--- config.mk ---
export PLATFORM = sky130hd
export DESIGN_NAME = irq_combiner
export DESIGN_NICKNAME = d
export VERILOG_FILES = /design/src/design/irq_combiner_pkg.sv /design/src/design/isa_addr_decode.sv /design/src/design/irq_mask_bank.sv /design/src/design/irq_combiner.sv
export SDC_FILE = /design/constraint.sdc
export NUM_CORES = 1
export LEC_CHECK = 0
export ABC_AREA = 1
export BUFFER_PORTS_ARGS = -buffer_cell sky130_fd_sc_hd__buf_2
export CORE_MARGIN = 5
export CORE_UTILIZATION = 50
export DETAILED_ROUTE_END_ITERATION = 6
export PLACE_DENSITY = 0.8
export RECOVER_POWER = 100
export REMOVE_ABC_BUFFERS = 1
export SETUP_SLACK_MARGIN = 0.3
export SLEW_MARGIN = 20
export SYNTH_ARGS = -nofsm -noshare
export SYNTH_HDL_FRONTEND = slang
export SYNTH_SLANG_ARGS = --single-unit
--- constraint.sdc ---
create_clock -name clk_in -period 1.7 [get_ports clk_in]
set_input_delay 0.255 -clock clk_in [delete_from_list [all_inputs] [get_ports clk_in]]
set_output_delay 0.255 -clock clk_in [all_outputs]
set_load 0.01 [all_outputs]
--- src/design/irq_combiner_pkg.sv ---
// package for the isa-side interrupt combining block: addresses, field layout, priorities.
// assumes an 8-bit isa i/o slave clocked by the isa bus clock.
// Function
// - answer as 8-bit isa i/o slave at exactly three byte addresses 804-806
// - select by decoding sa low three bits plus three extended decode bits
// - mask bit written one disables that source from the combined output
// - mask bit written zero enables that source into the combined output
// - reads return the raw live request inputs, never the masked result
// - a read bit of one means the source is asserting its request
// - mask registers are write-only; reads at their addresses show request status
// - byte 804: slot a lines 0-3, bridge, ide, reserved, slot b line 0
// - byte 805: slot b lines 1-3, slot c lines 0-3, slot d line 0
// - byte 806: slot d lines 1-3 in bits 0-2, bits 3-7 reserved
// - combined output ors enabled sources with bridge memory-error and error signals
// - combined pci/isa output drives cpu interrupt line 1, priority level 21
// - time-of-year clock interrupt goes out on cpu line 2, priority level 22
// - bridge memory-error and core-logic errors go out on machine check, level 31
// - corrected ecc and reserved sparse encodings go out on cpu line 0

package irq_combiner_pkg;

  // ******************************************
  // address decode
  // ******************************************
  localparam logic [11:0] ADDR_LOW    = 12'h804;
  localparam logic [11:0] ADDR_MID    = 12'h805;
  localparam logic [11:0] ADDR_HIGH   = 12'h806;
  localparam logic [2:0]  SA_LOW      = 3'h4;
  localparam logic [2:0]  SA_MID      = 3'h5;
  localparam logic [2:0]  SA_HIGH     = 3'h6;
  localparam logic [2:0]  EXT_MATCH   = 3'h4;
  localparam logic [1:0]  IDX_LOW     = 2'h0;
  localparam logic [1:0]  IDX_MID     = 2'h1;
  localparam logic [1:0]  IDX_HIGH    = 2'h2;

  // ******************************************
  // field layout and reset values
  // ******************************************
  localparam int          BYTE_W      = 8;
  localparam int          VEC_W       = 24;
  localparam logic [7:0]  VALID_LOW   = 8'hBF;
  localparam logic [7:0]  VALID_MID   = 8'hFF;
  localparam logic [7:0]  VALID_HIGH  = 8'h07;
  localparam logic [23:0] VALID_ALL   = {VALID_HIGH, VALID_MID, VALID_LOW};
  localparam logic [23:0] MASK_RESET  = VALID_ALL;
  localparam logic [7:0]  BYTE_ZERO   = 8'h00;

  // ******************************************
  // fixed processor priority levels of the outputs
  // ******************************************
  localparam int          LEVEL_PCI_ISA = 21;
  localparam int          LEVEL_TOY     = 22;
  localparam int          LEVEL_MCHK    = 31;

  // true when the low address bits and extended bits hit one of the three bytes
  function automatic logic addr_hit(input logic [2:0] sa, input logic [2:0] ext);
    addr_hit = (ext == EXT_MATCH) && ((sa == SA_LOW) || (sa == SA_MID) || (sa == SA_HIGH));
  endfunction

  // byte index of a decoded address
  function automatic logic [1:0] addr_index(input logic [2:0] sa);
    logic [1:0] idx;
    idx = IDX_LOW;
    if (sa == SA_MID)
    begin
      idx = IDX_MID;
    end
    else if (sa == SA_HIGH)
    begin
      idx = IDX_HIGH;
    end
    addr_index = idx;
  endfunction

  // select one byte of a 24-bit vector, reserved bits forced to zero
  function automatic logic [7:0] pick_byte(input logic [23:0] vec, input logic [1:0] idx);
    logic [23:0] v;
    v = vec & VALID_ALL;
    pick_byte = (idx == IDX_HIGH) ? v[23:16] : ((idx == IDX_MID) ? v[15:8] : v[7:0]);
  endfunction

endpackage

--- src/design/isa_addr_decode.sv ---
// address decoder for the three interrupt bytes.
// assumes isa address and extended decode bits are stable while a strobe is low.
`timescale 1ns/1ps
`default_nettype none

module isa_addr_decode (
  input  wire logic [2:0] sa_in,
  input  wire logic [2:0] ext_addr_in,
  output logic            sel_out,
  output logic [1:0]      idx_out
);

  // ******************************************
  // decode
  // ******************************************
  // both halves of the address must match, otherwise the slave stays silent
  always_comb
  begin
    sel_out = irq_combiner_pkg::addr_hit(sa_in, ext_addr_in);
    idx_out = irq_combiner_pkg::addr_index(sa_in);
  end

endmodule

`default_nettype wire

--- src/design/irq_mask_bank.sv ---
// three write-only mask bytes held as one 24-bit vector.
// assumes one write pulse per isa write strobe from the bus front end.
`timescale 1ns/1ps
`default_nettype none

module irq_mask_bank (
  input  wire logic        clk_in,
  input  wire logic        rstn_in,
  input  wire logic        wr_en_in,
  input  wire logic [1:0]  wr_idx_in,
  input  wire logic [7:0]  wr_data_in,
  output logic [23:0]      mask_out
);

  typedef struct packed {
    logic [23:0] mask;
  } bank_type;

  bank_type st_q;
  bank_type st_d;

  // ******************************************
  // next state
  // ******************************************
  // reserved positions keep their reset value, so writes there are dropped
  always_comb
  begin
    st_d = st_q;
    if (wr_en_in)
    begin
      unique case (wr_idx_in)
        irq_combiner_pkg::IDX_LOW:
          st_d.mask[7:0] = wr_data_in & irq_combiner_pkg::VALID_LOW;
        irq_combiner_pkg::IDX_MID:
          st_d.mask[15:8] = wr_data_in & irq_combiner_pkg::VALID_MID;
        irq_combiner_pkg::IDX_HIGH:
          st_d.mask[23:16] = wr_data_in & irq_combiner_pkg::VALID_HIGH;
        default:
          st_d.mask = st_q.mask;
      endcase
    end
  end

  // ******************************************
  // registers
  // ******************************************
  // all sources start masked so no source request fires before software sets up
  always_ff @(posedge clk_in or negedge rstn_in)
  begin
    if (!rstn_in)
    begin
      st_q.mask <= irq_combiner_pkg::MASK_RESET;
    end
    else
    begin
      st_q <= st_d;
    end
  end

  assign mask_out = st_q.mask;

endmodule

`default_nettype wire

--- src/design/irq_combiner.sv ---
// interrupt combiner: isa i/o slave with three mask bytes and the cpu interrupt outputs.
// assumes isa strobes and all request inputs are synchronous to clk_in, active high requests.
`timescale 1ns/1ps
`default_nettype none

module irq_combiner (
  input  wire logic       clk_in,
  input  wire logic       rstn_in,
  // isa slave side
  input  wire logic [2:0] sa_in,
  input  wire logic [2:0] ext_addr_in,
  input  wire logic       ior_n_in,
  input  wire logic       iow_n_in,
  input  wire logic [7:0] sd_in,
  output logic [7:0]      sd_out,
  output logic            sd_oe_out,
  // request sources
  input  wire logic [3:0] slot_a_line_in,
  input  wire logic [3:0] slot_b_line_in,
  input  wire logic [3:0] slot_c_line_in,
  input  wire logic [3:0] slot_d_line_in,
  input  wire logic       bridge_irq_in,
  input  wire logic       ide_irq_in,
  input  wire logic       bridge_mem_err_in,
  input  wire logic       bridge_err_in,
  input  wire logic       core_err_in,
  input  wire logic       ecc_corrected_in,
  input  wire logic       sparse_rsvd_in,
  input  wire logic       time_of_year_clock_in,
  // processor side
  output logic            cpu_irq0_out,
  output logic            pci_isa_irq_out,
  output logic            cpu_irq2_out,
  output logic            mch_chk_out
);

  // ******************************************
  // types and state
  // ******************************************
  typedef enum logic [2:0] {
    BUS_IDLE  = 3'b001,
    BUS_READ  = 3'b010,
    BUS_WRITE = 3'b100
  } bus_type;

  typedef struct packed {
    bus_type    bus;
    logic [7:0] rd_data;
    logic       rd_oe;
    logic [1:0] rd_idx;
    logic       irq0;
    logic       pci_isa;
    logic       irq2;
    logic       mchk;
  } state_type;

  state_type   st_q;
  state_type   st_d;

  logic        sel_c;
  logic [1:0]  idx_c;
  logic [23:0] mask_c;
  logic [23:0] raw_c;
  logic [23:0] eff_c;
  logic        err_c;
  logic        rd_req_c;
  logic        wr_req_c;
  logic        wr_en_c;
  logic [7:0]  rd_byte_c;

  // ******************************************
  // address decode and mask storage
  // ******************************************
  isa_addr_decode u_decode (
    .sa_in       (sa_in),
    .ext_addr_in (ext_addr_in),
    .sel_out     (sel_c),
    .idx_out     (idx_c)
  );

  irq_mask_bank u_masks (
    .clk_in     (clk_in),
    .rstn_in    (rstn_in),
    .wr_en_in   (wr_en_c),
    .wr_idx_in  (idx_c),
    .wr_data_in (sd_in),
    .mask_out   (mask_c)
  );

  // ******************************************
  // request vector
  // ******************************************
  // raw vector laid out exactly as the three bytes, reserved bits zero
  always_comb
  begin
    raw_c = {5'h00, slot_d_line_in[3:1],
             slot_d_line_in[0], slot_c_line_in, slot_b_line_in[3:1],
             slot_b_line_in[0], 1'b0, ide_irq_in, bridge_irq_in, slot_a_line_in};
    eff_c = raw_c & ~mask_c & irq_combiner_pkg::VALID_ALL;
    err_c = bridge_mem_err_in | bridge_err_in;
    rd_byte_c = irq_combiner_pkg::pick_byte(raw_c, idx_c);
  end

  // strobes only count when the address is ours
  always_comb
  begin
    rd_req_c = !ior_n_in && sel_c;
    wr_req_c = !iow_n_in && sel_c;
    // a read strobe in the same cycle wins, matching the phase the machine enters
    wr_en_c  = wr_req_c && !rd_req_c && (st_q.bus == BUS_IDLE);
  end

  // ******************************************
  // next state
  // ******************************************
  // a strobe held low stays in its phase; read data track the live inputs while held
  always_comb
  begin
    st_d = st_q;
    st_d.rd_oe = 1'b0;
    st_d.rd_data = irq_combiner_pkg::BYTE_ZERO;
    unique case (st_q.bus)
      BUS_IDLE:
      begin
        if (rd_req_c)
        begin
          st_d.bus = BUS_READ;
          st_d.rd_oe = 1'b1;
          st_d.rd_data = rd_byte_c;
          st_d.rd_idx = idx_c;
        end
        else if (wr_req_c)
        begin
          st_d.bus = BUS_WRITE;
        end
      end
      BUS_READ:
      begin
        if (rd_req_c)
        begin
          st_d.rd_oe = 1'b1;
          st_d.rd_data = rd_byte_c;
          st_d.rd_idx = idx_c;
        end
        else
        begin
          st_d.bus = BUS_IDLE;
        end
      end
      BUS_WRITE:
      begin
        if (iow_n_in)
        begin
          st_d.bus = BUS_IDLE;
        end
      end
      default:
      begin
        st_d.bus = BUS_IDLE;
      end
    endcase
    // interrupt outputs are plain registered combinations, no latching
    st_d.pci_isa = (|eff_c) | err_c;
    st_d.irq2    = time_of_year_clock_in;
    st_d.mchk    = err_c | core_err_in;
    st_d.irq0    = ecc_corrected_in | sparse_rsvd_in;
  end

  // ******************************************
  // registers
  // ******************************************
  always_ff @(posedge clk_in or negedge rstn_in)
  begin
    if (!rstn_in)
    begin
      st_q.bus     <= BUS_IDLE;
      st_q.rd_data <= irq_combiner_pkg::BYTE_ZERO;
      st_q.rd_oe   <= 1'b0;
      st_q.rd_idx  <= irq_combiner_pkg::IDX_LOW;
      st_q.irq0    <= 1'b0;
      st_q.pci_isa <= 1'b0;
      st_q.irq2    <= 1'b0;
      st_q.mchk    <= 1'b0;
    end
    else
    begin
      st_q <= st_d;
    end
  end

  // outputs straight from the state register
  assign sd_out          = st_q.rd_data;
  assign sd_oe_out       = st_q.rd_oe;
  assign cpu_irq0_out    = st_q.irq0;
  assign pci_isa_irq_out = st_q.pci_isa;
  assign cpu_irq2_out    = st_q.irq2;
  assign mch_chk_out     = st_q.mchk;
endmodule

`default_nettype wire

==> run_results.csv, run 1 <==
group,metric,value,unit
global_route,antenna_found_initial,0,
sta,fin_crit,1.53,ns
outcome,status,"finished clean",
route,wl_per_cell,14.9,um
synthesis,yosysSeqAreaShare,51.7,%
sta,max_freq,652,MHz
power_and_ir_drop,power_switching,0.000613,W
die,die_x,68.1,um
sta,finalHoldViolations,0,
route,first_pass_iters,5,
route,wirelength,4.72,mm
worst_setup_path,slowest_delay,0.53,ns
route,route.met3.wl,338,um
power_and_ir_drop,peakVddDrop,0.590,mV
place,place_area,2010,um2
route,top_layer,"met4",
place,numPortBuffers,54,
power_and_ir_drop,leakage,1.15,nW
synthesis,synthFlopType,"dfstp_2",
synthesis,netlist.area_leader.share,29.5,%
synthesis,netlist_instances,202,
sta,maxSlewHeadroom,67.1,%
clock_network,clkSinkCount,34,
worst_setup_path,critPathKind,"reg2reg",
clock_network,cts-root-buf,"clkbuf_4",
worst_setup_path,cp_cell_sequence,"inv_1, nor3_4, nand2_1, nor2_4, clkbuf_16, nand3_1, nand2_1",
sta,setup_violations,0,
synthesis,ys_ff_latch,34,
synthesis,yosys-top-cells-area,"dfstp_2, dfrtp_1, nand2_1",
synthesis,async_reset_ff_share,100,%
worst_setup_path,crit_arrival,1.83,ns
synthesis,yosysMostFrequentCell,"nand2_1",
global_route,grt_max_degree,24,
clock_network,cts_tree,"built",
synthesis,synth_edf_count,0,
power_and_ir_drop,p_per_area,985,nW/um2
sta,holdWs,0.0849,ns
place,hpwlAfterDp,3.11,mm
power_and_ir_drop,p_sw_share,27.3,%
route,dr_wl_met2,2.43,mm
die,initial_core_util,51.1,%
synthesis,synth_common_cells,"nand2_1, inv_1, nand3_1, dfstp_2, dfrtp_1",
clock_network,clockBufferDepth,2,
power_and_ir_drop,internal-power,0.00163,W
die,coreArea,3310,um2
power_and_ir_drop,p_comb_share,21.1,%
clock_network,h-tree-depth,2,
sta,finClkSkew,0.0127,ns
route,drt-initial-drc-count,117,
worst_setup_path,worstPathRequired,2.00,ns
worst_setup_path,crit_slowest_cell,"dfstp_1",
route,vias,1640,
worst_setup_path,cp_max_fo,9,
synthesis,synth_cell_types,21,
global_route,grt_use_total,19.7,%
global_route,gr-total-overflow,0,
sta,period_share,90.2,%
route,drc,0,
sta,rsz0062_at_grt,"true",
cells_and_area,antenna_cells,0,
cells_and_area,drive_gt1_share,38.1,%
sta,slew_viol_final,0,
route,m1WireLength,1.85,mm
global_route,grt_pass1_vias,1557,
die,chipHeight,68.1,um
synthesis,synth_warnings,0,
clock_network,numCtsBuffers,5,
cells_and_area,fin_area,2270,um2
sta,fin_setup_tns,0,ns
worst_setup_path,crit_top_cell,"nand2_1",
power_and_ir_drop,power_frac_seq,45.5,%
synthesis,yosysTopAreaCell,"dfstp_2",
die,die-area,4640,um2
synthesis,netlist_area,1690,um2
cells_and_area,syn2layout_area_growth,34.6,%
min_path,min_path_type,"in2reg",
worst_setup_path,cp-start-kind,"flop",
power_and_ir_drop,power.share.clock,33.5,%
clock_network,clkTransAtPathRegs,0.11,ns
clock_network,clk_latency,0.35,ns
global_route,grt_pass1_wl,6.76,mm
worst_setup_path,cp-end-kind,"flop",
die,rows,21,
cells_and_area,fin_nets,311,
synthesis,synth_area_per_cell,8.37,um2
flow_run,timing.max_cap.violations,0,
sta,tightest_slew,0.493,ns
route,postRouteAntennaNets,0,
place,routabilityCongestion,0.881,
route,vias_per_cell,5.19,
die,ios,55,
per-stage QoR:
step	utilization, %	setup slack [ns]	power, W	cells
after floorplan	-	0.353	0.00123	191
after global placement	60.7	0.247	0.00136	300
after detailed placement	60.7	0.216	0.00138	300
after CTS	65.0	0.300	0.00216	312
after global routing	68.7	0.111	0.00234	316
final	68.7	0.167	0.00224	316
sequential cells by signal, indices dropped and copies added, names as in the netlist:
register	count
cpu_irq0_out	1
u_masks.mask_out	18
sd_out	8
sd_oe_out	1
st_q	3
pci_isa_irq_out	1
cpu_irq2_out	1
mch_chk_out	1
area by class of cell:
class	instances	area [um2]
Fill cell	276	1040
Tap cell	46	57.6
Timing Repair Buffer	71	438
Inverter	29	109
Sequential cell	34	875
Clock inverter	3	68.8
Clock buffer	5	37.5
Multi-Input combinational cell	128	689
critical path, delay by kind of cell, from the launching register on:
family | cells | cell delay (ns)
flip-flops | 1 | 0.53
buffers and inverters | 2 | 0.28
AND/OR/NAND/NOR | 5 | 0.68
cell usage in the layout (no fill, tap or decap), types with 2 or more instances in the layout:
cell type      synthesis  final
a21oi_1                5      5
a22oi_1                4      4
buf_2                  0     41
buf_4                  9      7
buf_6                  2      3
bufinv_16              0      2
clkbuf_1               0     15
clkbuf_16              0      2
clkbuf_4               0      5
dfrtp_1               15     15
dfstp_1                0      2
dfstp_2               19     17
dlygate4sd3_1          0      2
inv_1                 29     29
nand2_1               56     46
nand2_2                2      9
nand2_4                0      3
nand3_1               24     19
nand3_2                0      4
nand4_1                5      5
nor2_1                13     13
nor2_2                 3      3
nor3_1                 3      3
o21ai_0                4      4
o221ai_1               3      3
o22ai_1                2      2
path summary, 6_finish.rpt:
kind                                          start             endpoint  slack, ns  cells after the start
worst max register to register             st_q[15]  u_masks.mask_out[8]       0.17                      7
worst min register to register  u_masks.mask_out[0]  u_masks.mask_out[0]       0.47                      2
worst min-delay path                    core_err_in          mch_chk_out       0.08                      3
min in group asynchronous                   rstn_in         cpu_irq2_out       0.40                      2
max in group asynchronous                   rstn_in  u_masks.mask_out[9]       0.57                      3
worst max-delay path                       st_q[15]  u_masks.mask_out[8]       0.17                      7
power by group through the flow:
stage	clock network, W	logic (W)	registers [W]
5_1_grt	0.000789	0.000517	0.00103
3_3_place_gp	0	0.000347	0.00101
6_report	0.000750	0.000472	0.00102
2_1_floorplan	0	0.000219	0.00101
4_1_cts	0.000753	0.000400	0.00101
3_5_place_dp	0	0.000357	0.00102
what timing repair did:
item / in CTS / in global routing
endpoints found under the hold margin: 15 / 1
hold buffers: 1 / 1
gates resized for setup: 2 / 26
setup endpoints to repair: 20 / 24
pin swaps: 1 / 11
setup buffers: 3 / 1
cloned: 0 / 2
per-layer routing:
| metal | GRT usage, % | up-vias |
|---|---|---|
| met3 | 3.28 | 17 |
| li1 | - | 776 |
| met5 | 0 | - |
| met2 | 34.5 | 73 |
| met4 | 8.19 | 0 |
| met1 | 23.8 | 774 |
cell families after synthesis:
logic type      share of synthesized area [%]
compound gates                           6.74
buf+inv                                  11.8
simple gates                             29.8
flops                                    51.7
Power figures use the tool's default switching activity.
==> run 2, diff against run 1 <==
--- a/config.mk
+++ b/config.mk
@@ -5,7 +5,6 @@
 export SDC_FILE = /design/constraint.sdc
 export NUM_CORES = 1
 export LEC_CHECK = 0
-export ABC_AREA = 1
 export BUFFER_PORTS_ARGS = -buffer_cell sky130_fd_sc_hd__buf_2
 export CORE_MARGIN = 5
 export CORE_UTILIZATION = 50
@@ -17,4 +16,5 @@
 export SLEW_MARGIN = 20
 export SYNTH_ARGS = -nofsm -noshare
 export SYNTH_HDL_FRONTEND = slang
+export SYNTH_HIERARCHICAL = 1
 export SYNTH_SLANG_ARGS = --single-unit
==> run_results.csv, run 2 <==
group,metric,value,unit
place,place_area,2030,um2
die,die-area,4640,um2
worst_setup_path,slowest_delay,0.41,ns
place,routabilityCongestion,0.862,
route,vias,1255,
clock_network,clockBufferDepth,2,
sta,finalHoldViolations,0,
synthesis,netlist_area,1690,um2
clock_network,h-tree-depth,2,
worst_setup_path,rr_worst_depth,5,
clock_network,clkTransAtPathRegs,0.11,ns
clock_network,clkSinkCount,34,
sta,slew_viol_final,0,
min_path,worstHoldPathCells,1,
worst_setup_path,critPathKind,"reg2reg",
place,hpwlAfterDp,2.77,mm
die,ios,55,
global_route,grt_pass1_vias,1294,
global_route,gr-total-overflow,0,
min_path,min-delay-start,"time_of_year_clock_in",
worst_setup_path,cp-start-kind,"flop",
die,chipHeight,68.1,um
clock_network,cts_tree,"built",
cells_and_area,antenna_cells,0,
power_and_ir_drop,leakage,0.999,nW
die,initial_core_util,51.0,%
sta,rsz0062_at_grt,"true",
cells_and_area,fin_area,2110,um2
clock_network,clk_latency,0.33,ns
place,numPortBuffers,54,
route,first_pass_iters,4,
die,rows,21,
sta,period_share,92.6,%
die,coreArea,3310,um2
cells_and_area,final_cell_mix,"buf_2, inv_1, dfstp_2",
worst_setup_path,startpoint,"st_q[16]",
global_route,grt_pass1_wl,5.80,mm
cells_and_area,largest_register_ff_count,18,
sta,maxSlewHeadroom,46.9,%
worst_setup_path,crit_slowest_cell,"dfrtp_1",
cells_and_area,syn2layout_area_growth,24.9,%
synthesis,synth_area_per_cell,11.7,um2
route,wirelength,3.56,mm
global_route,grt_use_total,17.1,%
die,die_x,68.1,um
sta,max_freq,635,MHz
synthesis,synth_warnings,6,
sta,holdWs,0.0251,ns
global_route,grt_max_degree,35,
clock_network,numCtsBuffers,5,
route,postRouteAntennaNets,0,
sta,tightest_slew,0.797,ns
clock_network,cts-root-buf,"clkbuf_4",
sta,fin_setup_tns,0,ns
flow_run,timing.max_cap.violations,0,
cells_and_area,drive_gt1_share,51.0,%
route,drt-initial-drc-count,34,
outcome,status,"finished clean",
worst_setup_path,r2r-start,"st_q[16]",
cells_and_area,fin_nets,249,
sta,fin_crit,1.57,ns
power_and_ir_drop,p_per_area,755,nW/um2
worst_setup_path,cp_cell_sequence,"nor2_2, and4_1, nor3b_2, buf_6, mux2_4",
cells_and_area,final_common_cell,"buf_2",
worst_setup_path,crit_arrival,1.83,ns
route,wl_per_cell,14.0,um
route,vias_per_cell,4.94,
cells_and_area,n_fill_cell,288,
worst_setup_path,cp_max_fo,7,
sta,setup_violations,0,
min_path,min_path_type,"in2reg",
global_route,antenna_found_initial,0,
synthesis,netlist_instances,144,
route,drc,0,
power_and_ir_drop,peakVddDrop,0.418,mV
worst_setup_path,cp-end-kind,"flop",
sta,finClkSkew,0.00775,ns
power_and_ir_drop,finalPower,0.00159,W
worst_setup_path,worstPathRequired,1.96,ns
-- run 2: critical path, delay by kind of cell (launching register included) --
| family | cells | cell delay (ns) |
|---|---|---|
| simple gates | 3 | 0.60 |
| flops | 1 | 0.41 |
| buf+inv | 1 | 0.18 |
| mux | 1 | 0.31 |
-- run 2: report_power, final --
group          internal, W  total, W  switching, W
Sequential        0.000876  0.000898     0.0000219
Combinational     0.000128  0.000233      0.000105
Clock             0.000199  0.000462      0.000263
-- run 2: routing by layer --
layer	vias up	wire length [um]	track usage, %
met5	-	0	0
met4	0	28	7.20
met3	4	252	4.27
met2	36	1870	30.0
met1	597	1400	19.8
li1	618	-	-
-- run 2: final timing paths --
path,end,slack [ns]
setup / recovery,u_masks/mask_out[7],0.13
hold / removal,cpu_irq2_out,0.03
setup reg to reg,u_masks/mask_out[7],0.13
hold reg to reg,st_q[17],0.59
max in group asynchronous,cpu_irq0_out,0.66
min in group asynchronous,sd_out[2],0.54
-- run 2: cell type report --
type,instances,area [um2],area share (%)
clock inverter,2,12.5,0.593
inverter,20,75.1,3.56
clock buffer,6,51.3,2.43
sequential,34,875,41.5
multi-input combinational,79,657,31.1
timing repair buffer,67,382,18.1
tap,46,57.6,2.73
-- run 2: what timing repair did --
action,in CTS,in global routing
hold endpoints to repair,15,0
pin swaps,2,2
hold buffers,1,0
resized for setup,12,1
setup buffers,0,2
endpoints found under the setup margin,19,19
gates cloned,0,0
-- run 2: stage by stage --
stage,util (%),instances,setup slack (ns)
after detailed placement,61.3,243,-0.206
final,63.7,254,0.126
after global routing,63.7,254,0.0444
after floorplan,-,133,-0.151
after CTS,64.9,252,0.157
after global placement,61.3,243,-0.183
==> run 3, diff against run 2 <==
--- a/config.mk
+++ b/config.mk
@@ -5,11 +5,11 @@
 export SDC_FILE = /design/constraint.sdc
 export NUM_CORES = 1
 export LEC_CHECK = 0
-export BUFFER_PORTS_ARGS = -buffer_cell sky130_fd_sc_hd__buf_2
+export BUFFER_PORTS_ARGS = -buffer_cell sky130_fd_sc_hd__buf_4
 export CORE_MARGIN = 5
-export CORE_UTILIZATION = 50
+export CORE_UTILIZATION = 45
 export DETAILED_ROUTE_END_ITERATION = 6
-export PLACE_DENSITY = 0.8
+export PLACE_DENSITY = 0.73
 export RECOVER_POWER = 100
 export REMOVE_ABC_BUFFERS = 1
 export SETUP_SLACK_MARGIN = 0.3
==> run_results.csv, run 3 (synthesized netlist as in run 2, its figures left out) <==
group,metric,value,unit
cells_and_area,final_cell_mix,"buf_4, inv_1, dfstp_2",
worst_setup_path,cp-start-kind,"flop",
worst_setup_path,critPathKind,"reg2reg",
cells_and_area,fin_nets,252,
sta,period_share,96.0,%
clock_network,clkTransAtPathRegs,0.07,ns
die,ios,55,
worst_setup_path,cp_max_fo,7,
die,coreArea,3660,um2
cells_and_area,final_common_cell,"buf_4",
worst_setup_path,cp-end-kind,"flop",
global_route,gr-total-overflow,0,
route,wirelength,3.89,mm
clock_network,h-tree-depth,2,
global_route,grt_pass1_wl,6.40,mm
worst_setup_path,crit_arrival,1.84,ns
cells_and_area,n_fill_cell,316,
die,die_x,71.3,um
sta,max_freq,613,MHz
power_and_ir_drop,peakVddDrop,0.495,mV
route,postRouteAntennaNets,0,
cells_and_area,syn2layout_area_growth,35.4,%
place,place_area,2170,um2
worst_setup_path,timing.rr.end,"u_masks/mask_out[0]",
place,hpwlAfterDp,2.98,mm
sta,slew_viol_final,0,
clock_network,cts-root-buf,"clkbuf_8",
place,numPlacedInstances,247,
min_path,hold_end,"cpu_irq2_out",
sta,setup_violations,0,
sta,finClkSkew,0.00583,ns
worst_setup_path,rrSetupSlack,0.07,ns
sta,holdWs,0.104,ns
place,routabilityCongestion,0.801,
route,drc,0,
worst_setup_path,r2r-start,"st_q[15]",
route,vias,1277,
outcome,status,"finished clean",
clock_network,clk_latency,0.28,ns
global_route,grt_use_total,16.4,%
global_route,grt_pass1_vias,1389,
die,die-area,5080,um2
sta,fin_crit,1.63,ns
global_route,grt_max_degree,35,
sta,maxSlewHeadroom,47.0,%
worst_setup_path,rr_worst_depth,4,
place,numPortBuffers,54,
cells_and_area,fin_cells,258,
die,chipHeight,71.3,um
cells_and_area,antenna_cells,0,
route,drt-initial-drc-count,33,
power_and_ir_drop,p_per_area,768,nW/um2
flow_run,timing.max_cap.violations,0,
clock_network,clockBufferDepth,2,
cells_and_area,drive_gt1_share,51.9,%
clock_network,cts_tree,"built",
route,wl_per_cell,15.1,um
route,vias_per_cell,4.95,
sta,rsz0062_at_grt,"true",
route,first_pass_iters,4,
global_route,antenna_found_initial,0,
die,initial_core_util,46.1,%
min_path,min_path_type,"in2reg",
die,rows,22,
sta,tightest_slew,0.795,ns
cells_and_area,largest_register_ff_count,18,
min_path,min-delay-start,"time_of_year_clock_in",
power_and_ir_drop,leakage,1.06,nW
cells_and_area,fin_area,2290,um2
power_and_ir_drop,finalPower,0.00176,W
clock_network,clkSinkCount,34,
sta,fin_setup_tns,0,ns
sta,finalHoldViolations,0,
min_path,worstHoldPathCells,1,
worst_setup_path,worstPathRequired,1.90,ns
clock_network,numCtsBuffers,5,
==> run 3: where the power goes <==
part | total [W] | leakage, nW | internal [W] | switching, W
sequential | 0.000898 | 0.389 | 0.000875 | 0.0000224
clock | 0.000585 | 0.0443 | 0.000321 | 0.000264
combinational | 0.000272 | 0.631 | 0.000157 | 0.000115
==> run 3: timing repair <==
action	in CTS	in global routing
endpoints found under the setup margin	18	19
resized for setup	16	2
hold buffers	1	0
cloned	0	0
setup buffers	2	1
pin swaps	2	2
hold endpoints to repair	15	0
==> run 3: how the worst max path moves through the flow <==
stage	startpoint	depth (start not counted)	end	slack (ns)
after CTS	st_q[17]	5	u_masks/mask_out[2]	0.11
after detailed placement	sa_in[0]	7	u_masks/mask_out[2]	-0.30
after global routing	st_q[15]	4	u_masks/mask_out[7]	0.03
final	st_q[15]	4	u_masks/mask_out[0]	0.07
after global placement	sa_in[0]	7	u_masks/mask_out[5]	-0.22
after floorplan	ext_addr_in[2]	6	u_masks/mask_out[0]	-0.15
==> run 3: worst max-delay path, stage by stage, from the launching register on <==
cell	delay, ns
dfstp_1	0.60
and4_4	0.27
nor3b_2	0.20
buf_6	0.18
mux2_4	0.31
==> run 3: stage by stage <==
step	worst slack, ns	utilization, %
4_1_cts	0.111	64.1
5_1_grt	0.0326	62.5
6_report	0.0683	62.5
3_5_place_dp	-0.296	59.3
3_3_place_gp	-0.223	59.3
2_1_floorplan	-0.151	-
==> run 3: area by class of cell <==
type,count,area [um2],share of cell area [%]
Sequential cell,34,875,38.2
Clock buffer,7,86.3,3.77
Multi-Input combinational cell,79,691,30.2
Tap cell,48,60.1,2.63
Inverter,20,75.1,3.28
Timing Repair Buffer,70,500,21.9
==> run 3: routing by layer <==
layer	wire, um	GRT usage (%)	up-vias
li1	-	-	621
met1	1540	18.4	616
met2	2090	29.4	36
met3	216	6.03	4
met4	44	4.38	0
met5	0	0	-
